## config.mk

```make
export PLATFORM = sky130hd
export DESIGN_NAME = output_bank_config_control
export DESIGN_NICKNAME = d
export VERILOG_FILES = /design/src/hw/bank_cfg_pkg.sv /design/src/hw/pin_sync3.sv /design/src/hw/output_bank_config_control.sv
export SDC_FILE = /design/constraint.sdc
export NUM_CORES = 1
export LEC_CHECK = 0
export BUFFER_PORTS_ARGS = -buffer_cell sky130_fd_sc_hd__buf_2
export CAP_MARGIN = 10
export CELL_PAD_IN_SITES_DETAIL_PLACEMENT = 1
export CELL_PAD_IN_SITES_GLOBAL_PLACEMENT = 1
export CORE_MARGIN = 2
export CORE_UTILIZATION = 30
export CTS_CLUSTER_SIZE = 24
export DETAILED_ROUTE_END_ITERATION = 8
export GPL_ROUTABILITY_DRIVEN = 1
export MAX_ROUTING_LAYER = met4
export PLACE_DENSITY_LB_ADDON = 0.1
export SLEW_MARGIN = 20
export SYNTH_ARGS = -nofsm -noshare
export SYNTH_HDL_FRONTEND = slang
export SYNTH_SLANG_ARGS = --single-unit
```

## constraint.sdc

```tcl
create_clock -name sys_clk -period 2.83 [get_ports sys_clk]
set_input_delay 0 -clock sys_clk [delete_from_list [all_inputs] [get_ports sys_clk]]
set_output_delay 0 -clock sys_clk [all_outputs]
set_load 0.01 [all_outputs]
```

## src/hw/bank_cfg_pkg.sv

```systemverilog
// Function
// Source select 0, reset value: pins set ratio, bank power-down, style, swing; here the logic holds bank power-down at 0 instead.
// Source select 1: registers set those settings; control pins ignored.
// Each output has a power-down bit, reset 0; 1 turns output off.
// Each output has a style bit, reset 0; 0 LVDS, 1 LVPECL.
// Each output has two-bit swing, reset 00: 350, 500, 750 mV, 11 reserved.
// Host writes zero to reserved bits and ignores their read value.
// New divide ratio applies only after the init bit toggles.
// Fields stay writable and readable for any source select value.
package bank_cfg_pkg;
  // ==========================================
  // Register indices, byte address is four times index
  localparam logic [7:0] IDX_INIT = 8'h14;
  localparam logic [7:0] IDX_DIV = 8'h15;
  localparam logic [7:0] IDX_BANK = 8'h16;
  localparam logic [7:0] IDX_OUT0 = 8'h18;
  localparam logic [7:0] IDX_OUT1 = 8'h19;
  localparam int ADDR_W = 12;
  localparam int IDX_LSB = 2;

  // ==========================================
  // Field positions
  localparam int DIV_W = 6;
  localparam int SWING_W = 2;
  localparam int OUTS = 2;
  localparam int PIN_W = 2;
  localparam int POS_INIT = 0;
  localparam int POS_SRC = 0;
  localparam int POS_BANKPD = 7;
  localparam int POS_OUTPD = 7;
  localparam int POS_STYLE = 2;

  // ==========================================
  // Reset values and codes
  localparam logic [DIV_W-1:0] DIV_RESET = 6'h0d;
  localparam logic [SWING_W-1:0] SWING_350MV = 2'h0;
  localparam logic [SWING_W-1:0] SWING_500MV = 2'h1;
  localparam logic [SWING_W-1:0] SWING_750MV = 2'h2;
  localparam logic STYLE_LVDS = 1'h0;
  localparam logic STYLE_LVPECL = 1'h1;
  localparam logic [1:0] RESP_OKAY = 2'h0;
  localparam logic [1:0] RESP_SLVERR = 2'h2;

  // ==========================================
  // Pin presets: ratio, style, swing per pin code
  localparam logic [4*DIV_W-1:0] PIN_DIV = {6'h04, 6'h07, 6'h09, 6'h0d};
  localparam logic [3:0] PIN_STYLE = 4'h6;
  localparam logic [4*SWING_W-1:0] PIN_SWING = {2'h2, 2'h1, 2'h1, 2'h0};
endpackage

```

## src/hw/pin_sync3.sv

```systemverilog
`timescale 1ns/100ps
module pin_sync3 #(
  parameter int WIDTH = 2
) (
  input wire logic clk,
  input wire logic rstN,
  input wire logic [WIDTH-1:0] pinIn,
  output logic [WIDTH-1:0] pinOut
);
  logic [WIDTH-1:0] stage1;
  logic [WIDTH-1:0] stage2;
  logic [WIDTH-1:0] stage3;

  // ==========================================
  // Three flops, accept when two and three agree
  always_ff @(posedge clk or negedge rstN) begin
    if (!rstN) begin
      stage1 <= '0;
      stage2 <= '0;
      stage3 <= '0;
    end else begin
      stage1 <= pinIn;
      stage2 <= stage1;
      stage3 <= stage2;
    end
  end

  always_ff @(posedge clk or negedge rstN) begin
    if (!rstN) begin
      pinOut <= '0;
    end else begin
      for (int i = 0; i < WIDTH; i++) begin
        if (stage2[i] == stage3[i]) begin
          pinOut[i] <= stage3[i];
        end
      end
    end
  end
endmodule

```

## src/hw/output_bank_config_control.sv

```systemverilog
// The placing of the registers and the AXI4-Lite register port were left to the implementer.
`timescale 1ns/100ps
module output_bank_config_control (
  input wire logic sys_clk,
  input wire logic rst_n,
  input wire logic [11:0] s_axi_awaddr,
  input wire logic s_axi_awvalid,
  output logic s_axi_awready,
  input wire logic [31:0] s_axi_wdata,
  input wire logic [3:0] s_axi_wstrb,
  input wire logic s_axi_wvalid,
  output logic s_axi_wready,
  output logic [1:0] s_axi_bresp,
  output logic s_axi_bvalid,
  input wire logic s_axi_bready,
  input wire logic [11:0] s_axi_araddr,
  input wire logic s_axi_arvalid,
  output logic s_axi_arready,
  output logic [31:0] s_axi_rdata,
  output logic [1:0] s_axi_rresp,
  output logic s_axi_rvalid,
  input wire logic s_axi_rready,
  input wire logic [1:0] ctrlPins,
  output logic [5:0] divRatio,
  output logic bankPowerDown,
  output logic [1:0] outPowerDown,
  output logic [1:0] outStyle,
  output logic [3:0] outSwing
);
  localparam int DW = bank_cfg_pkg::DIV_W;
  localparam int SW = bank_cfg_pkg::SWING_W;

  logic rstMeta;
  logic rstSync;
  logic [1:0] pinCode;
  logic awHeld;
  logic wHeld;
  logic [7:0] awIdx;
  logic [31:0] wData;
  logic wLane0;
  logic initBit;
  logic [DW-1:0] divReg;
  logic [DW-1:0] divApplied;
  logic bankPdReg;
  logic bankSourceSelect;
  logic [1:0] outPdReg;
  logic [1:0] styleReg;
  logic [3:0] swingReg;
  logic doWrite;
  logic [7:0] arIdx;
  logic [31:0] next_rdata;
  logic next_rerr;

  // ==========================================
  // Reset release
  always_ff @(posedge sys_clk or negedge rst_n) begin
    if (!rst_n) begin
      rstMeta <= 1'b0;
      rstSync <= 1'b0;
    end else begin
      rstMeta <= 1'b1;
      rstSync <= rstMeta;
    end
  end

  pin_sync3 #(.WIDTH(bank_cfg_pkg::PIN_W)) u_pins (
    .clk(sys_clk),
    .rstN(rstSync),
    .pinIn(ctrlPins),
    .pinOut(pinCode)
  );

  // ==========================================
  // Write address and data capture
  assign doWrite = awHeld && wHeld && !s_axi_bvalid;

  always_ff @(posedge sys_clk or negedge rstSync) begin
    if (!rstSync) begin
      awHeld <= 1'b0;
      awIdx <= '0;
    end else if (s_axi_awvalid && s_axi_awready) begin
      awHeld <= 1'b1;
      awIdx <= s_axi_awaddr[bank_cfg_pkg::IDX_LSB +: 8];
    end else if (doWrite) begin
      awHeld <= 1'b0;
    end
  end

  always_ff @(posedge sys_clk or negedge rstSync) begin
    if (!rstSync) begin
      wHeld <= 1'b0;
      wData <= '0;
      wLane0 <= 1'b0;
    end else if (s_axi_wvalid && s_axi_wready) begin
      wHeld <= 1'b1;
      wData <= s_axi_wdata;
      wLane0 <= s_axi_wstrb[0];
    end else if (doWrite) begin
      wHeld <= 1'b0;
    end
  end

  always_ff @(posedge sys_clk or negedge rstSync) begin
    if (!rstSync) begin
      s_axi_awready <= 1'b0;
      s_axi_wready <= 1'b0;
    end else begin
      s_axi_awready <= !awHeld && !(s_axi_awvalid && s_axi_awready);
      s_axi_wready <= !wHeld && !(s_axi_wvalid && s_axi_wready);
    end
  end

  always_ff @(posedge sys_clk or negedge rstSync) begin
    if (!rstSync) begin
      s_axi_bvalid <= 1'b0;
      s_axi_bresp <= bank_cfg_pkg::RESP_OKAY;
    end else if (doWrite) begin
      s_axi_bvalid <= 1'b1;
      if (awIdx == bank_cfg_pkg::IDX_INIT || awIdx == bank_cfg_pkg::IDX_DIV ||
          awIdx == bank_cfg_pkg::IDX_BANK || awIdx == bank_cfg_pkg::IDX_OUT0 ||
          awIdx == bank_cfg_pkg::IDX_OUT1) begin
        s_axi_bresp <= bank_cfg_pkg::RESP_OKAY;
      end else begin
        s_axi_bresp <= bank_cfg_pkg::RESP_SLVERR;
      end
    end else if (s_axi_bready) begin
      s_axi_bvalid <= 1'b0;
    end
  end

  // ==========================================
  // Register fields
  // Writes regardless source
  always_ff @(posedge sys_clk or negedge rstSync) begin
    if (!rstSync) begin
      initBit <= 1'b0;
      divReg <= bank_cfg_pkg::DIV_RESET;
      bankPdReg <= 1'b0;
      bankSourceSelect <= 1'b0;
      outPdReg <= '0;
      styleReg <= '0;
      swingReg <= '0;
    end else if (doWrite && wLane0) begin
      if (awIdx == bank_cfg_pkg::IDX_INIT) begin
        initBit <= wData[bank_cfg_pkg::POS_INIT];
      end else if (awIdx == bank_cfg_pkg::IDX_DIV) begin
        divReg <= wData[DW-1:0];
      end else if (awIdx == bank_cfg_pkg::IDX_BANK) begin
        bankPdReg <= wData[bank_cfg_pkg::POS_BANKPD];
        bankSourceSelect <= wData[bank_cfg_pkg::POS_SRC];
      end else if (awIdx == bank_cfg_pkg::IDX_OUT0) begin
        // Output power-down
        outPdReg[0] <= wData[bank_cfg_pkg::POS_OUTPD];
        // Output style
        styleReg[0] <= wData[bank_cfg_pkg::POS_STYLE];
        // Output swing
        swingReg[SW-1:0] <= wData[SW-1:0];
      end else if (awIdx == bank_cfg_pkg::IDX_OUT1) begin
        outPdReg[1] <= wData[bank_cfg_pkg::POS_OUTPD];
        styleReg[1] <= wData[bank_cfg_pkg::POS_STYLE];
        swingReg[2*SW-1:SW] <= wData[SW-1:0];
      end
    end
  end

  // Ratio applied on init toggle
  always_ff @(posedge sys_clk or negedge rstSync) begin
    if (!rstSync) begin
      divApplied <= bank_cfg_pkg::DIV_RESET;
    end else if (doWrite && wLane0 && awIdx == bank_cfg_pkg::IDX_INIT &&
                 wData[bank_cfg_pkg::POS_INIT] != initBit) begin
      divApplied <= divReg;
    end
  end

  // ==========================================
  // Active settings
  always_ff @(posedge sys_clk or negedge rstSync) begin
    if (!rstSync) begin
      divRatio <= bank_cfg_pkg::DIV_RESET;
      bankPowerDown <= 1'b0;
      outPowerDown <= '0;
      outStyle <= '0;
      outSwing <= '0;
    end else begin
      outPowerDown <= outPdReg;
      if (bankSourceSelect) begin
        // Registers drive bank
        divRatio <= divApplied;
        bankPowerDown <= bankPdReg;
        outStyle <= styleReg;
        outSwing <= swingReg;
      end else begin
        // Pins drive bank
        divRatio <= bank_cfg_pkg::PIN_DIV[pinCode*DW +: DW];
        bankPowerDown <= 1'b0;
        outStyle <= {2{bank_cfg_pkg::PIN_STYLE[pinCode]}};
        outSwing <= {2{bank_cfg_pkg::PIN_SWING[pinCode*SW +: SW]}};
      end
    end
  end

  // ==========================================
  // Read decode, reserved bits read zero
  assign arIdx = s_axi_araddr[bank_cfg_pkg::IDX_LSB +: 8];

  always_comb begin
    next_rdata = '0;
    next_rerr = 1'b0;
    if (arIdx == bank_cfg_pkg::IDX_INIT) begin
      next_rdata[bank_cfg_pkg::POS_INIT] = initBit;
    end else if (arIdx == bank_cfg_pkg::IDX_DIV) begin
      next_rdata[DW-1:0] = divReg;
    end else if (arIdx == bank_cfg_pkg::IDX_BANK) begin
      next_rdata[bank_cfg_pkg::POS_BANKPD] = bankPdReg;
      next_rdata[bank_cfg_pkg::POS_SRC] = bankSourceSelect;
    end else if (arIdx == bank_cfg_pkg::IDX_OUT0) begin
      next_rdata[bank_cfg_pkg::POS_OUTPD] = outPdReg[0];
      next_rdata[bank_cfg_pkg::POS_STYLE] = styleReg[0];
      next_rdata[SW-1:0] = swingReg[SW-1:0];
    end else if (arIdx == bank_cfg_pkg::IDX_OUT1) begin
      next_rdata[bank_cfg_pkg::POS_OUTPD] = outPdReg[1];
      next_rdata[bank_cfg_pkg::POS_STYLE] = styleReg[1];
      next_rdata[SW-1:0] = swingReg[2*SW-1:SW];
    end else begin
      next_rerr = 1'b1;
    end
  end

  always_ff @(posedge sys_clk or negedge rstSync) begin
    if (!rstSync) begin
      s_axi_arready <= 1'b0;
      s_axi_rvalid <= 1'b0;
      s_axi_rdata <= '0;
      s_axi_rresp <= bank_cfg_pkg::RESP_OKAY;
    end else if (s_axi_arvalid && s_axi_arready) begin
      s_axi_arready <= 1'b0;
      s_axi_rvalid <= 1'b1;
      s_axi_rdata <= next_rdata;
      s_axi_rresp <= next_rerr ? bank_cfg_pkg::RESP_SLVERR : bank_cfg_pkg::RESP_OKAY;
    end else if (s_axi_rvalid) begin
      if (s_axi_rready) begin
        s_axi_rvalid <= 1'b0;
      end
    end else begin
      s_axi_arready <= 1'b1;
    end
  end
endmodule

```

Word level (Yosys, flattened, before mapping)
Cells that the tools add are included.
{ "totals": {"ff_bits": 83, "latchBits": 0, "mem_bits_rw": 0, "romBits": 0, "out_inout_bits": 56, "wordCells": 121, "n_memories": 0} }
{ "op_classes": {"addsub": 0, "mul": 1, "n_div": 0, "magnitude_cmp": 1, "eq_ne": 14, "shifts": 2, "mux": 36, "bitwise": 4, "n_reduce_logical": 27} }
{ "ops": {"columns": ["cell", "count"], "rows": [
  ["8-bit by 5-bit equality test with 1-bit output, second input constant", 10],
  ["1-bit 2-to-1 mux", 24],
  ["24-bit by 6-bit variable part select with 6-bit output, first input constant", 1],
  ["3-bit 2-to-1 mux", 4],
  ["1-bit logical AND", 10],
  ["2-bit 2-to-1 mux", 4],
  ["8-bit by 4-bit variable part select with 2-bit output, first input constant", 1],
  ["6-bit 2-to-1 mux", 1],
  ["6-bit AND reduction", 1],
  ["2-bit nonzero test", 3],
  ["1-bit logical NOT", 5],
  ["5-bit 2-to-1 mux", 1],
  ["5-bit AND reduction", 1],
  ["1-bit logical OR", 4],
  ["2-bit by 2-bit multiplier with 4-bit output, second input constant", 1],
  ["4-bit 2-to-1 mux", 1],
  ["1-bit NOT", 4],
  ["4-bit AND reduction", 1],
  ["2-bit by 3-bit less-than comparator with 1-bit output, second input constant", 1],
  ["3-bit AND reduction", 1],
  ["1-bit binary-select mux with 2-bit select", 1],
  ["1-bit equality test", 2],
  ["2-bit by 1-bit != test with 1-bit output, second input constant", 1],
  ["2-bit AND reduction", 1],
  ["1-bit != test", 1]
]} }

Longest topological paths before layout
{ "logic_depth": {"ltp_word": 7, "mapped_depth": 5, "ltp_nobuf": 4} }

Modules after synthesis
From an unflattened synthesis, not the netlist that was laid out.
{ "hier_totals": {"hier_cells": 251, "hier_area_um2": 3389.5} }
{ "by_module_without_submodules": {"columns": ["mod", "n_inst", "cells_each", "area_each_um2", "seq_area_each_um2"], "rows": [
  ["output_bank_config_control", 1, 241, 3166.8, 1813.0],
  ["pin_sync3", 1, 10, 222.7, 200.2]
]} }

Worst setup path after synthesis
OpenSTA, ideal clock, no wires.
{ "synth_timing": {"path_kind": "register to register", "from": "reg awIdx[5]", "to": "reg bankPdReg", "setup_ns": 0.125, "arrival_time_ns": 1.763, "t_required_ns": 2.705, "path_slack_ns": 0.942, "path_stages_with_launch": 5, "cell_sequence": "dfrtp_1 > or4b_4 > nor4b_2 > and3_1 > mux2_2"} }
{ "synth_via": {"elab_chain_len": 3, "elab_cells_between_ends": 6, "classes_between": "eq/ne (3); bitwise (2); reduce/logical (1)"} }
{ "synth_rtl": {"columns": ["element", "line", "text"], "rows": [
  ["from (decl)", "output_bank_config_control.sv:38", "logic [7:0] awIdx;"],
  ["from (signal assigned)", "output_bank_config_control.sv:83", "awIdx <= s_axi_awaddr[bank_cfg_pkg::IDX_LSB +: 8];"],
  ["8-bit by 5-bit equality test with 1-bit output (on tied branches)", "output_bank_config_control.sv:146, output_bank_config_control.sv:144", null],
  ["1-bit NOT (no source line)", null, null],
  ["4-bit AND reduction (no source line) (*)", null, null],
  ["to (signal assigned)", "output_bank_config_control.sv:149", "bankPdReg <= wData[bank_cfg_pkg::POS_BANKPD];"],
  ["to (decl)", "output_bank_config_control.sv:44", "logic bankPdReg;"]
]} }
Every way passes the cells marked *; elsewhere a longest branch is shown, timed or not.
A chain may end at the register's enable or synchronous reset.

Worst setup path after layout
{ "layout_timing": {"from": "reg awIdx[5]", "to": "reg divApplied[4]"} }
{ "layout_via": {"elab_chain_len": 3} }
{ "layout_rtl": {"columns": ["element", "line", "text"], "rows": [
  ["8-bit by 5-bit equality test with 1-bit output", "output_bank_config_control.sv:170", "end else if (doWrite && wLane0 && awIdx == bank_cfg_pkg::IDX_INIT &&"],
  ["1-bit logical AND (2 in series)", "output_bank_config_control.sv:170", null],
  ["to (signal assigned)", "output_bank_config_control.sv:169", "divApplied <= bank_cfg_pkg::DIV_RESET;"],
  ["to (signal assigned)", "output_bank_config_control.sv:172", "divApplied <= divReg;"],
  ["to (decl)", "output_bank_config_control.sv:43", "logic [DW-1:0] divApplied;"]
]} }
No other way between the ends.

==> impl_metrics.csv <==
group,metric,value,unit
floorplanning,core,10840,um2
sta,drv_slew,0,
drt,via_per_inst,4.305,
global_routing,grt_max_degree,79,
run,cap_viol_max_count,0,
clock_network,ctsResizeCount,0,
finish,diodes,0,
clock_network,clk_pin_slew_worst_paths,0.08,ns
power,p_leak,2.039,nW
sta,slew_headroom,57.31,%
setup_path,worstReg2RegStart,"awIdx[5]$_DFFE_PN0P_",
global_routing,met3_usage,2.371,%
drt,vias,2105,
setup_path,crit_required,3.05,ns
floorplanning,start_util,30.78,%
worst_hold_path,worstHoldStart,"s_axi_araddr[8]",
synth,avgSynthCellArea,13.24,um2
synth,ys_types,36,
floorplanning,die_area,11980,um2
setup_path,cp-startpoint,"awIdx[5]$_DFFE_PN0P_",
finish,final_util,38.50,%
floorplanning,die_y,109.5,um
clock_network,clock_latency,0.34,ns
power,combPwrFrac,18.1,%
drt,first_iter_violations,43,
sta,fin_crit,2.071,ns
sta,final.setup.tns,0,ns
power,ir_worst_vdd,0.2908,mV
sta,setup_viol,0,
clock_network,cts_root_buffer,"clkbuf_8",
placed_design,portBuffers,61,
clock_network,clock_sinks,80,
synth,synth_area,3337,um2
sta,fmax,482.8,MHz
synth,yosysWarnings,0,
sta,finalCritPeriodShare,73.19,%
outcome,outcome,"finished, final reports clean",
finish,final_cell_mix,"dfrtp_1, buf_2, mux2_2, conb_1, dlygate4sd3_1",
finish,syn2layout_area_growth,25.08,%
synth,synthCells,252,
power,clockPowerShare,29.8,%
clock_network,cts_tree,"yes",
sta,worstMarginPinSlew,0.6404,ns
clock_network,htreeDepth,3,
global_routing,grtUsageMet1,16.35,%
setup_path,cp_max_fo,6,
setup_path,cp-end-kind,"register",
synth,synth_seq_cells,80,
global_routing,gr-total-overflow,0,
drt,ant_nets,0,
drt,routedWlPerCell,14.07,um
power,power.switching,0.8605,mW
clock_network,cts-buffers-inserted,9,
global_routing,grtUsageTotal,12.59,%
floorplanning,io_pins,125,
global_routing,grt_first_pass_wirelength,11.01,mm
power,p_per_area,729.5,nW/um2
power,p_int,2.185,mW
drt,wirelength,6.880,mm
synth,ys_seq_area_share,60.33,%
finish,final_common_cell,"dfrtp_1",
sta,fin_worst_skew,0.006681,ns
sta,rsz0062_at_grt,"no",
sta,hold_viol_final,0,
clock_network,clk_path_buf_depth,2,
global_routing,antenna_found_initial,0,
setup_path,arrival,2.29,ns
placed_design,place.gp.congestion,0.6858,
floorplanning,num_rows,38,
power,seq_power_share,52.0,%
global_routing,met2_usage,19.53,%
power,switching_share,28.26,%
floorplanning,die_w,109.5,um
finish,num-fill-cells,1200,
finish,drive_gt1_share,38.40,%
drt,drc,0,
setup_path,worstSetupPathType,"reg -> reg",
global_routing,gr-max-usage-layer,"met2",
drt,firstDrtPassIters,4,
setup_path,start_kind,"register",
setup_path,r2r_cells,4,
worst_hold_path,whs_path_depth,4,
finish,fin_nets,417,
placed_design,dpl.hpwl,4.748,mm
global_routing,grt_pass1_vias,2182,
worst_hold_path,hold_path_class,"in -> reg",
## flip-flops by register name (all words and copies together) (netlist names), 2 cells and up
name,count
swingReg,4
outPowerDown,2
u_pins.stage1,2
u_pins.stage2,2
divApplied,6
wData,7
s_axi_rdata,7
outStyle,2
awIdx,8
outSwing,4
u_pins.pinOut,2
outPdReg,2
divRatio,6
u_pins.stage3,2
divReg,6
styleReg,2
## per-stage QoR
step | total power, mW | area [um2] | instances | hold slack (ns) | setup slack [ns]
floorplan | 1.955 | 3435 | 278 | -0.2956 | 0.4527
global placement | 2.130 | 3701 | 448 | -0.2143 | 0.7494
detailed placement | 2.149 | 3701 | 448 | -0.2115 | 0.7306
CTS | 3.105 | 4154 | 488 | 0.006656 | 0.7156
global route | 3.250 | 4174 | 489 | 0.05724 | 0.5980
finish | 3.045 | 4174 | 489 | 0.01939 | 0.7587
## cells in the mapped netlist
master | count | area share, %
inv_1 | 7 | 0.79
nor2b_1 | 2 | 0.37
dfstp_2 | 9 | 7.1
clkbuf_1 | 4 | 0.45
mux2i_1 | 1 | 0.30
nand2_1 | 18 | 2.0
o21bai_1 | 1 | 0.23
nand4b_1 | 2 | 0.53
conb_1 | 2 | 0.23
and2_1 | 3 | 0.56
a22oi_1 | 3 | 0.67
nand2b_1 | 3 | 0.56
a22o_1 | 5 | 1.3
nor4b_2 | 1 | 0.45
maj3_1 | 2 | 0.60
o31ai_1 | 1 | 0.23
o21ai_0 | 9 | 1.3
nor3b_2 | 2 | 0.75
a221oi_1 | 1 | 0.26
buf_4 | 27 | 6.1
nor3b_1 | 1 | 0.23
and3_1 | 1 | 0.19
o21a_1 | 1 | 0.23
xnor2_1 | 1 | 0.26
xor2_1 | 1 | 0.26
or4b_4 | 1 | 0.41
o22ai_1 | 1 | 0.19
ha_1 | 4 | 1.5
nand3_1 | 5 | 0.75
a21o_1 | 5 | 1.1
dfrtp_1 | 71 | 53
nor4b_1 | 2 | 0.53
nor3_1 | 1 | 0.15
a21oi_1 | 4 | 0.60
mux2_2 | 44 | 15
nor2_1 | 6 | 0.67
## worst max-delay path, stage by stage, from the launching register on
cell and delay [ns]:
dfrtp_1 0.39, or4b_4 0.57, nor3b_2 0.28, nand3_1 0.34, mux2_2 0.38
## logic make-up after synthesis
family	synth area share, %
AO/OA/AOI/OAI	6.187
XOR/XNOR	0.5250
adder cells (fa/ha/maj)	2.100
buffers and inverters	7.311
flip-flops	60.33
multiplexers	15.15
other	0.2251
AND/OR/NAND/NOR	8.174
## power groups by stage
stage	Clock (mW)	Combinational, mW	Sequential, mW
3_5_place_dp	0	0.526	1.62
5_1_grt	0.998	0.621	1.63
2_1_floorplan	0	0.372	1.58
3_3_place_gp	0	0.510	1.62
4_1_cts	0.952	0.551	1.60
6_report	0.909	0.552	1.58
## layer usage
layer | vias to the layer above | part of all wire [%] | wire, um
li1 | 1001 | - | -
met1 | 1041 | 47 | 3227
met2 | 55 | 47 | 3261
met3 | 8 | 4.1 | 283
met4 | 0 | 1.6 | 108
met5 | - | 0 | 0
## path summary, 6_finish.rpt
check | end | slack [ns]
setup / recovery | divApplied[4]$_DFFE_PN0P_ | 0.76
hold / removal | s_axi_rresp[1]$_DFFE_PN0P_ | 0.02
setup reg to reg | divApplied[4]$_DFFE_PN0P_ | 0.76
hold reg to reg | u_pins.stage1[1]$_DFF_PN0_ | 0.31
max in group asynchronous | divReg[3]$_DFFE_PN1P_ | 1.86
min in group asynchronous | u_pins.stage1[1]$_DFF_PN0_ | 0.31
## cell type report
| cell class | count | area (um2) | area share, % |
|---|---|---|---|
| sequential | 80 | 2017 | 48.32 |
| multi-input combinational | 160 | 1177 | 28.21 |
| timing repair buffer | 86 | 565.5 | 13.55 |
| tap | 140 | 175.2 | 4.197 |
| clock buffer | 11 | 131.4 | 3.147 |
| clock inverter | 5 | 81.33 | 1.948 |
| inverter | 7 | 26.28 | 0.6295 |
## timing repair
action	4_1_cts	5_1_grt
setup endpoints to repair	0	0
buffers inserted	0	0
hold buffers	24	0
endpoints found under the hold margin	24	0
Power figures use the tool's default switching activity.
